===== src/tid_pkg.sv =====
/*
 * Package for the test-port instruction decoder: instruction codes,
 * register widths, capture constants and the structs that carry the
 * port state. Assumes nothing of its surroundings.
 */
package tid_pkg;

    // ==========================================================
    // Widths
    localparam int TID_IR_W = 4;
    localparam int TID_SEL_W = 4;
    localparam int TID_ID_W = 32;

    // ==========================================================
    // Instruction codes
    localparam logic [3:0] TID_EXTEST = 4'h0;
    localparam logic [3:0] TID_CHAIN_SEL = 4'h2;
    localparam logic [3:0] TID_SAMPLE = 4'h3;
    localparam logic [3:0] TID_RESTART = 4'h4;
    localparam logic [3:0] TID_CLAMP = 4'h5;
    localparam logic [3:0] TID_TRISTATE_INDICATOR_OUT = 4'h7;
    localparam logic [3:0] TID_CLAMPZ = 4'h9;
    localparam logic [3:0] TID_INTEST = 4'hc;
    localparam logic [3:0] TID_IDCODE = 4'he;
    localparam logic [3:0] TID_BYPASS = 4'hf;

    // ==========================================================
    // Capture and reset values
    localparam logic [3:0] TID_IR_CAPTURE = 4'h1;
    localparam logic [3:0] TID_SEL_CAPTURE = 4'h8;
    localparam logic [3:0] TID_SEL_RESET = 4'h3;
    localparam logic TID_BYP_CAPTURE = 1'b0;

    // Identification code; the value is arbitrary
    localparam logic [31:0] TID_ID_VALUE = 32'h0000_0001;

    // ==========================================================
    // Controller states
    typedef enum logic [3:0] {
        TID_RESET, TID_IDLE, TID_SEL_DR, TID_CAP_DR, TID_SHIFT_DR, TID_EXIT1_DR,
        TID_PAUSE_DR, TID_EXIT2_DR, TID_UPD_DR, TID_SEL_IR, TID_CAP_IR,
        TID_SHIFT_IR, TID_EXIT1_IR, TID_PAUSE_IR, TID_EXIT2_IR, TID_UPD_IR
    } tid_state_t;

    // Strobes handed from the controller to the decoder
    typedef struct packed {
        logic capture_dr;
        logic shift_dr;
        logic update_dr;
        logic capture_ir;
        logic shift_ir;
        logic update_ir;
        logic idle_entry;
    } tid_strobe_t;

    // Scan-cell and bus control handed to the core
    typedef struct packed {
        logic chain_test_mode;
        logic chain_capture;
        logic chain_shift;
        logic chain_update;
        logic clamp_hold;
        logic bus_tristate_enable;
        logic tristate_indicator_out;
        logic outputs_inactive;
    } tid_ctrl_t;

endpackage : tid_pkg


===== src/tid_tap_fsm.sv =====
/*
 * Test-port controller state machine, advanced once per rising test
 * clock edge that the parent detects. Assumes mode select is already
 * synchronised and sampled by the parent on that edge.
 */
`timescale 1ns/100ps
module tid_tap_fsm
    import tid_pkg::*;
(
    input wire logic clk,
    input wire logic resetn,
    input wire logic tck_rise,
    input wire logic tms,
    output tid_state_t state
);

    typedef struct packed {
        tid_state_t state;
    } tid_fsm_reg_t;

    tid_fsm_reg_t cur;
    tid_fsm_reg_t next_cur;

    always_comb begin
        next_cur = cur;
        if (tck_rise) begin
            case (cur.state)
                TID_RESET: next_cur.state = tms ? TID_RESET : TID_IDLE;
                TID_IDLE: next_cur.state = tms ? TID_SEL_DR : TID_IDLE;
                TID_SEL_DR: next_cur.state = tms ? TID_SEL_IR : TID_CAP_DR;
                TID_CAP_DR: next_cur.state = tms ? TID_EXIT1_DR : TID_SHIFT_DR;
                TID_SHIFT_DR: next_cur.state = tms ? TID_EXIT1_DR : TID_SHIFT_DR;
                TID_EXIT1_DR: next_cur.state = tms ? TID_UPD_DR : TID_PAUSE_DR;
                TID_PAUSE_DR: next_cur.state = tms ? TID_EXIT2_DR : TID_PAUSE_DR;
                TID_EXIT2_DR: next_cur.state = tms ? TID_UPD_DR : TID_SHIFT_DR;
                TID_UPD_DR: next_cur.state = tms ? TID_SEL_DR : TID_IDLE;
                TID_SEL_IR: next_cur.state = tms ? TID_RESET : TID_CAP_IR;
                TID_CAP_IR: next_cur.state = tms ? TID_EXIT1_IR : TID_SHIFT_IR;
                TID_SHIFT_IR: next_cur.state = tms ? TID_EXIT1_IR : TID_SHIFT_IR;
                TID_EXIT1_IR: next_cur.state = tms ? TID_UPD_IR : TID_PAUSE_IR;
                TID_PAUSE_IR: next_cur.state = tms ? TID_EXIT2_IR : TID_PAUSE_IR;
                TID_EXIT2_IR: next_cur.state = tms ? TID_UPD_IR : TID_SHIFT_IR;
                TID_UPD_IR: next_cur.state = tms ? TID_SEL_DR : TID_IDLE;
                default: next_cur.state = TID_RESET;
            endcase
        end
    end

    always_ff @(posedge clk or negedge resetn) begin
        if (!resetn) begin
            cur.state <= TID_RESET;
        end else begin
            cur <= next_cur;
        end
    end

    assign state = cur.state;

endmodule : tid_tap_fsm


===== src/tid_decoder.sv =====
/*
 * Instruction register and public-instruction decoder of the test port.
 * Samples the test clock, data and mode pins with the system clock,
 * decodes the current instruction and routes the serial path.
 * Assumes the system clock runs much faster than the test clock and that
 * the scan chains outside return their serial output on chain_tdo.
 */
// What this block does
// - Instruction register is exactly four bits, no parity bit.
// - Capture-IR loads 0001 into the instruction shift stage.
// - Instruction bits shift least significant bit first, in and out.
// - Data and mode sampled on rising test clock; output changes on falling.
// - EXTEST 0000 routes selected chain, test mode, captures system values.
// - EXTEST shift-DR shifts out capture, new data drives logic at once.
// - Code 0010 connects chain-select register, capturing 1000.
// - Chain number shifted in; update-DR makes it the active chain.
// - Reset selects scan chain 3.
// - Chain-select register is four bits, least significant bit first.
// - Restart 0100 connects bypass and otherwise acts as bypass.
// - Under restart, entering run-test-idle leaves debug state.
// - CLAMP 0101 connects bypass, holds scan outputs at loaded values.
// - TRISTATE_INDICATOR_OUT 0111 connects bypass, tri-states bus, drives indicator high.
// - CLAMPZ 1001 connects bypass, makes three-state outputs inactive.
// - Bypass captures zero, delays one test clock, update leaves it.
// - INTEST 1100 routes selected chain in test mode for single-step.
// - IDCODE 1110 connects 32-bit ID register, captures and shifts it.
// - BYPASS 1111 and every unlisted code except 0011 (which routes the selected chain) connect bypass, system mode.
// - Only restart releases debug state, never bypass.
// - Test reset makes IDCODE current and forces test-logic-reset.
`timescale 1ns/100ps
module tid_decoder
    import tid_pkg::*;
(
    input wire logic clk,
    input wire logic resetn,
    input wire logic tck,
    input wire logic tdi,
    input wire logic tms,
    input wire logic chain_tdo,
    output logic tdo,
    output logic tdo_oe,
    output logic [3:0] instr,
    output logic [3:0] chain_sel,
    output logic chain_tdi,
    output tid_ctrl_t ctrl,
    output logic debug_exit,
    output logic in_reset
);

    // ==========================================================
    // Register state
    typedef struct packed {
        logic [1:0] tck_sync;
        logic [1:0] tdi_sync;
        logic [1:0] tms_sync;
        logic tck_prev;
        tid_state_t state_prev;
        logic [3:0] ir_shift;
        logic [3:0] ir_cur;
        logic [3:0] sel_shift;
        logic [3:0] sel_cur;
        logic byp;
        logic [31:0] id_shift;
        logic serial_bit;
        logic tdo;
        logic tdo_oe;
        logic chain_tdi;
        tid_ctrl_t ctrl;
        logic debug_exit;
        logic in_reset;
    } tid_reg_t;

    tid_reg_t cur;
    tid_reg_t next_cur;

    // ==========================================================
    // Controller
    tid_state_t state;
    logic tck_rise;
    logic tck_fall;

    assign tck_rise = cur.tck_sync[1] & ~cur.tck_prev;
    assign tck_fall = ~cur.tck_sync[1] & cur.tck_prev;

    tid_tap_fsm u_fsm (
        .clk(clk),
        .resetn(resetn),
        .tck_rise(tck_rise),
        .tms(cur.tms_sync[1]),
        .state(state)
    );

    tid_strobe_t stb;
    logic chain_path;
    logic ir_reset;

    always_comb begin
        stb.capture_dr = (state == TID_CAP_DR);
        stb.shift_dr = (state == TID_SHIFT_DR);
        stb.update_dr = (state == TID_UPD_DR);
        stb.capture_ir = (state == TID_CAP_IR);
        stb.shift_ir = (state == TID_SHIFT_IR);
        stb.update_ir = (state == TID_UPD_IR);
        stb.idle_entry = (state == TID_IDLE) && (cur.state_prev != TID_IDLE);
    end

    assign ir_reset = (state == TID_RESET);
    assign chain_path = (cur.ir_cur == TID_EXTEST) || (cur.ir_cur == TID_INTEST)
        || (cur.ir_cur == TID_SAMPLE);

    // ==========================================================
    // Next state
    always_comb begin
        next_cur = cur;
        next_cur.tck_sync = {cur.tck_sync[0], tck};
        next_cur.tdi_sync = {cur.tdi_sync[0], tdi};
        next_cur.tms_sync = {cur.tms_sync[0], tms};
        next_cur.tck_prev = cur.tck_sync[1];
        next_cur.state_prev = state;
        next_cur.debug_exit = 1'b0;
        next_cur.in_reset = ir_reset;

        if (tck_rise) begin
            // Data sampled here, acted on against the state held before the edge
            // Instruction path
            if (stb.capture_ir) begin
                next_cur.ir_shift = TID_IR_CAPTURE;
            end else if (stb.shift_ir) begin
                next_cur.ir_shift = {cur.tdi_sync[1], cur.ir_shift[3:1]};
            end
            if (stb.update_ir) begin
                next_cur.ir_cur = cur.ir_shift;
            end
            // Data paths
            if (cur.ir_cur == TID_CHAIN_SEL) begin
                if (stb.capture_dr) begin
                    next_cur.sel_shift = TID_SEL_CAPTURE;
                end else if (stb.shift_dr) begin
                    next_cur.sel_shift = {cur.tdi_sync[1], cur.sel_shift[3:1]};
                end else if (stb.update_dr) begin
                    next_cur.sel_cur = cur.sel_shift;
                end
            end else if (cur.ir_cur == TID_IDCODE) begin
                if (stb.capture_dr) begin
                    next_cur.id_shift = TID_ID_VALUE;
                end else if (stb.shift_dr) begin
                    next_cur.id_shift = {cur.tdi_sync[1], cur.id_shift[31:1]};
                end
            end else if (!chain_path) begin
                if (stb.capture_dr) begin
                    next_cur.byp = TID_BYP_CAPTURE;
                end else if (stb.shift_dr) begin
                    next_cur.byp = cur.tdi_sync[1];
                end
            end
            next_cur.chain_tdi = cur.tdi_sync[1];
        end

        // Serial bit follows the low end of the selected stage, so each fall shows
        // it before the next rise shifts; the captured bit leaves first
        if (stb.shift_ir) begin
            next_cur.serial_bit = cur.ir_shift[0];
        end else begin
            case (cur.ir_cur)
                TID_CHAIN_SEL: next_cur.serial_bit = cur.sel_shift[0];
                TID_IDCODE: next_cur.serial_bit = cur.id_shift[0];
                TID_EXTEST, TID_INTEST, TID_SAMPLE: next_cur.serial_bit = chain_tdo;
                default: next_cur.serial_bit = cur.byp;
            endcase
        end

        // Output launched on the falling test clock edge
        if (tck_fall) begin
            next_cur.tdo = cur.serial_bit;
            next_cur.tdo_oe = (state == TID_SHIFT_IR) || (state == TID_SHIFT_DR);
        end

        // Scan-cell control; the held chain only acts on chain instructions
        next_cur.ctrl.chain_test_mode = (cur.ir_cur == TID_EXTEST)
            || (cur.ir_cur == TID_INTEST);
        next_cur.ctrl.chain_capture = chain_path && stb.capture_dr && tck_rise;
        next_cur.ctrl.chain_shift = chain_path && stb.shift_dr && tck_rise;
        next_cur.ctrl.chain_update = chain_path && stb.update_dr && tck_rise;
        next_cur.ctrl.clamp_hold = (cur.ir_cur == TID_CLAMP)
            || (cur.ir_cur == TID_CLAMPZ);
        next_cur.ctrl.bus_tristate_enable = (cur.ir_cur != TID_TRISTATE_INDICATOR_OUT);
        next_cur.ctrl.tristate_indicator_out = (cur.ir_cur == TID_TRISTATE_INDICATOR_OUT);
        next_cur.ctrl.outputs_inactive = (cur.ir_cur == TID_CLAMPZ);

        // Debug exit only through restart, never plain bypass
        if (cur.ir_cur == TID_RESTART && stb.idle_entry) begin
            next_cur.debug_exit = 1'b1;
        end

        // Test-logic-reset state reloads IDCODE like the pin reset
        if (ir_reset) begin
            next_cur.ir_cur = TID_IDCODE;
        end
    end

    // ==========================================================
    // Registers
    always_ff @(posedge clk or negedge resetn) begin
        if (!resetn) begin
            cur <= '0;
            cur.ir_cur <= TID_IDCODE;
            cur.ir_shift <= TID_IR_CAPTURE;
            cur.sel_cur <= TID_SEL_RESET;
            cur.sel_shift <= TID_SEL_CAPTURE;
            cur.ctrl.bus_tristate_enable <= 1'b1;
            cur.in_reset <= 1'b1;
        end else begin
            cur <= next_cur;
        end
    end

    assign tdo = cur.tdo;
    assign tdo_oe = cur.tdo_oe;
    assign instr = cur.ir_cur;
    assign chain_sel = cur.sel_cur;
    assign chain_tdi = cur.chain_tdi;
    assign ctrl = cur.ctrl;
    assign debug_exit = cur.debug_exit;
    assign in_reset = cur.in_reset;

endmodule : tid_decoder


===== config.mk =====
export PLATFORM = sky130hd
export DESIGN_NAME = tid_decoder
export DESIGN_NICKNAME = d
export VERILOG_FILES = /design/src/tid_pkg.sv /design/src/tid_tap_fsm.sv /design/src/tid_decoder.sv
export SDC_FILE = /design/constraint.sdc
export NUM_CORES = 1
export LEC_CHECK = 0
export BUFFER_PORTS_ARGS = -buffer_cell sky130_fd_sc_hd__buf_4
export CAP_MARGIN = 40
export CORE_ASPECT_RATIO = 0.7
export CORE_MARGIN = 2
export CORE_UTILIZATION = 55
export CTS_CLUSTER_DIAMETER = 200
export DETAILED_ROUTE_END_ITERATION = 12
export PLACE_DENSITY = 0.74
export RECOVER_POWER = 25
export SYNTH_ARGS = -nofsm -noshare
export SYNTH_HDL_FRONTEND = slang
export SYNTH_SLANG_ARGS = --single-unit

===== constraint.sdc =====
create_clock -name clk -period 3.75 [get_ports clk]
set_clock_uncertainty 0.05 [all_clocks]
set_input_delay 0.5625 -clock clk [delete_from_list [all_inputs] [get_ports clk]]
set_output_delay 0.5625 -clock clk [all_outputs]
set_load 0.05 [all_outputs]

==> metrics.cfg <==
[routing]
vias = 2264
dr.pass1.iters = 5
wl_mm = 6.06
drt_iter0_drc = 207
antenna_left = 0
viasPerCell = 5.28
drt-wirelength-per-cell_um = 14.1
drc_errors = 0

[timing]
fin_crit_ns = 2.44
timing.final.crit_share_pct = 65.1
hold_viol = 0
tightest_slew_ns = 1.30
tns_ns = 0
slew_headroom_pct = 13.3
slew_viol_final = 0
rsz0062_at_grt = no
fmax_mhz = 410
setup_viol = 0
whs_ns = 0.290

[cts]
cts_tree = yes
postCtsSetupBuffers = 0
numCtsBuffers = 9
cts_resized = 0
clock_latency_ns = 0.34
cts_sinks = 78
cts_htree_levels = 3
clockRootBuffer = clkbuf_8
clockBufferDepth = 2
cts_hold_buf = 0
clk_pin_slew_worst_paths_ns = 0.07

[cells_and_area]
drive_gt1_share_pct = 16.1
final_common_cell = nand2_1
final_core_utilization_pct = 62.7
final_nets = 355
final_cell_mix = nand2_1, dfrtp_1, o21ai_1
syn2layout_area_growth_pct = 7.69
fillCellCount = 495
diodes = 0

[global_routing]
antenna_found_initial = 0
grt_pass1_wl_mm = 10.4
track_usage_pct = 19.4
grt_pass1_vias = 2064
grt_max_degree = 55
gr-total-overflow = 0

[floorplanning]
initial_utilization_pct = 58.2
dieArea_um2 = 6840
ios = 27
die_h_um = 69.8
placementRows = 23
core_um2 = 5840
die_w_um = 98.0

[job]
maxCapViolCount = 0

[setup_path]
critPathBufInv = 2
cp.required_ns = 3.95
cp-end-kind = asynchronous set/reset pin
start_kind = primary input
cp_top_family = buffers and inverters
critPathKind = in2async
path_cells = clkbuf_1 > clkbuf_2
critPathMaxFanout = 54
critPathSlowestCell = clkbuf_2
slowest_delay_ns = 1.12
cp.arrival_ns = 2.64

[logic_synthesis]
synth-seq-cells = 78
synthCells = 343
async_flop_share_pct = 100
yosysSeqAreaShare_pct = 57.7
yosysWarnings = 0
ys.flop_type = dfrtp_1
synth.avg_cell_area_um2 = 9.91
synth_edf_count = 0
synthesis.area_um2 = 3400
synth_cell_type_count = 43
syn_nets = 349

[power_and_ir_drop]
vdd.ir_drop.worst_v = 0.000264
power.leakage_nw = 1.62
power_density_nw_per_um2 = 547

[placement]
gp_congestion = 0.818
dp_hpwl_mm = 4.01
place.port_buffers = 26

[min_path]
min_path_type = in2reg

[run_status]
status = finished clean

## report_power, final
group / leakage (nW) / internal (mW) / switching, mW
clock network: 0.0784 / 0.240 / 0.280
logic: 0.522 / 0.152 / 0.264
registers: 1.02 / 0.940 / 0.127
## area by class of cell
type | instances | area [um2] | share of cell area [%]
sequential | 78 | 1960 | 53.6
clock inverter | 2 | 10.0 | 0.273
multi-input combinational | 223 | 1200 | 32.8
tap | 75 | 93.8 | 2.56
inverter | 6 | 22.5 | 0.615
clock buffer | 14 | 143 | 3.90
timing repair buffer | 31 | 226 | 6.19
## worst register-to-register path, cell delays in order (launching register included)
cell	delay, ns
dfrtp_1	0.76
nor3b_1	0.17
o211ai_1	0.74
buf_4	0.41
nand2_1	0.10
o21ai_1	0.09
## routing by layer
metal | up-vias | wire (um) | part of all wire, % | global-route usage (%)
met5 | - | 0 | 0 | 0
met4 | 0 | 51 | 0.84 | 6.94
met3 | 4 | 456 | 7.5 | 6.45
met2 | 68 | 2470 | 41 | 24.9
met1 | 1047 | 3080 | 51 | 30.4
li1 | 1145 | - | - | -
## cells by family (layout without fill, tap and decap cells)
logic type,count (synthesis),after routing,synth area share (%)
AO/OA/AOI/OAI,67,67,11.2
multiplexers,11,11,3.94
AND/OR/NAND/NOR,143,143,19.7
buffers and inverters,42,53,6.88
flip-flops,78,78,57.7
XOR/XNOR,2,2,0.515
## final timing paths
kind,startpoint,endpoint,slack (ns),cells past startpoint
setup / recovery,resetn,cur[39],1.31,2
hold / removal,tdi,cur[70],0.29,1
min in group asynchronous,resetn,chain_tdi,0.43,1
hold reg to reg,cur[68],cur[69],0.30,0
max in group clk,u_fsm.state[0],cur[30],1.36,5
setup reg to reg,u_fsm.state[0],cur[30],1.36,5
## state kept, by name (all words and copies together) (netlist names), 4 cells and up
| signal | cells |
|---|---|
| instr | 4 |
| cur | 53 |
| chain_sel | 4 |
| u_fsm.state | 4 |
| ctrl | 8 |
## synthesized netlist by cell type (2+ instances only)
| cell type | n | area (um2) |
|---|---|---|
| nand2_1 | 89 | 334 |
| dfrtp_1 | 69 | 1730 |
| o21ai_1 | 40 | 200 |
| clkbuf_1 | 17 | 63.8 |
| buf_4 | 16 | 120 |
| nor2_1 | 13 | 48.8 |
| dfstp_2 | 9 | 236 |
| nor2b_1 | 9 | 56.3 |
| a21oi_1 | 8 | 40.0 |
| inv_1 | 6 | 22.5 |
| nand2b_1 | 5 | 31.3 |
| nor3b_1 | 5 | 37.5 |
| mux2_4 | 4 | 60.1 |
| mux2i_1 | 4 | 40.0 |
| o211ai_1 | 4 | 30.0 |
| and2_1 | 3 | 18.8 |
| nand3_1 | 3 | 15.0 |
| nand4_1 | 3 | 18.8 |
| o21ai_0 | 3 | 15.0 |
| o31ai_1 | 3 | 22.5 |
| buf_6 | 2 | 22.5 |
| mux2_1 | 2 | 22.5 |
| nand3b_1 | 2 | 15.0 |
| nor3_1 | 2 | 10.0 |
| o22ai_1 | 2 | 12.5 |
| or3b_1 | 2 | 17.5 |
| xor2_1 | 2 | 17.5 |
## metrics by stage
stage / instances / setup WS, ns / cell area (um2) / power (mW)
finish: 429 / 1.31 / 3660 / 2.00
global route: 429 / 0.830 / 3660 / 2.12
CTS: 429 / 1.36 / 3690 / 2.02
detailed placement: 413 / 1.41 / 3530 / 1.50
global placement: 412 / 1.52 / 3510 / 1.48
floorplan: 343 / 1.73 / 3400 / 1.37
Power figures use the tool's default switching activity.
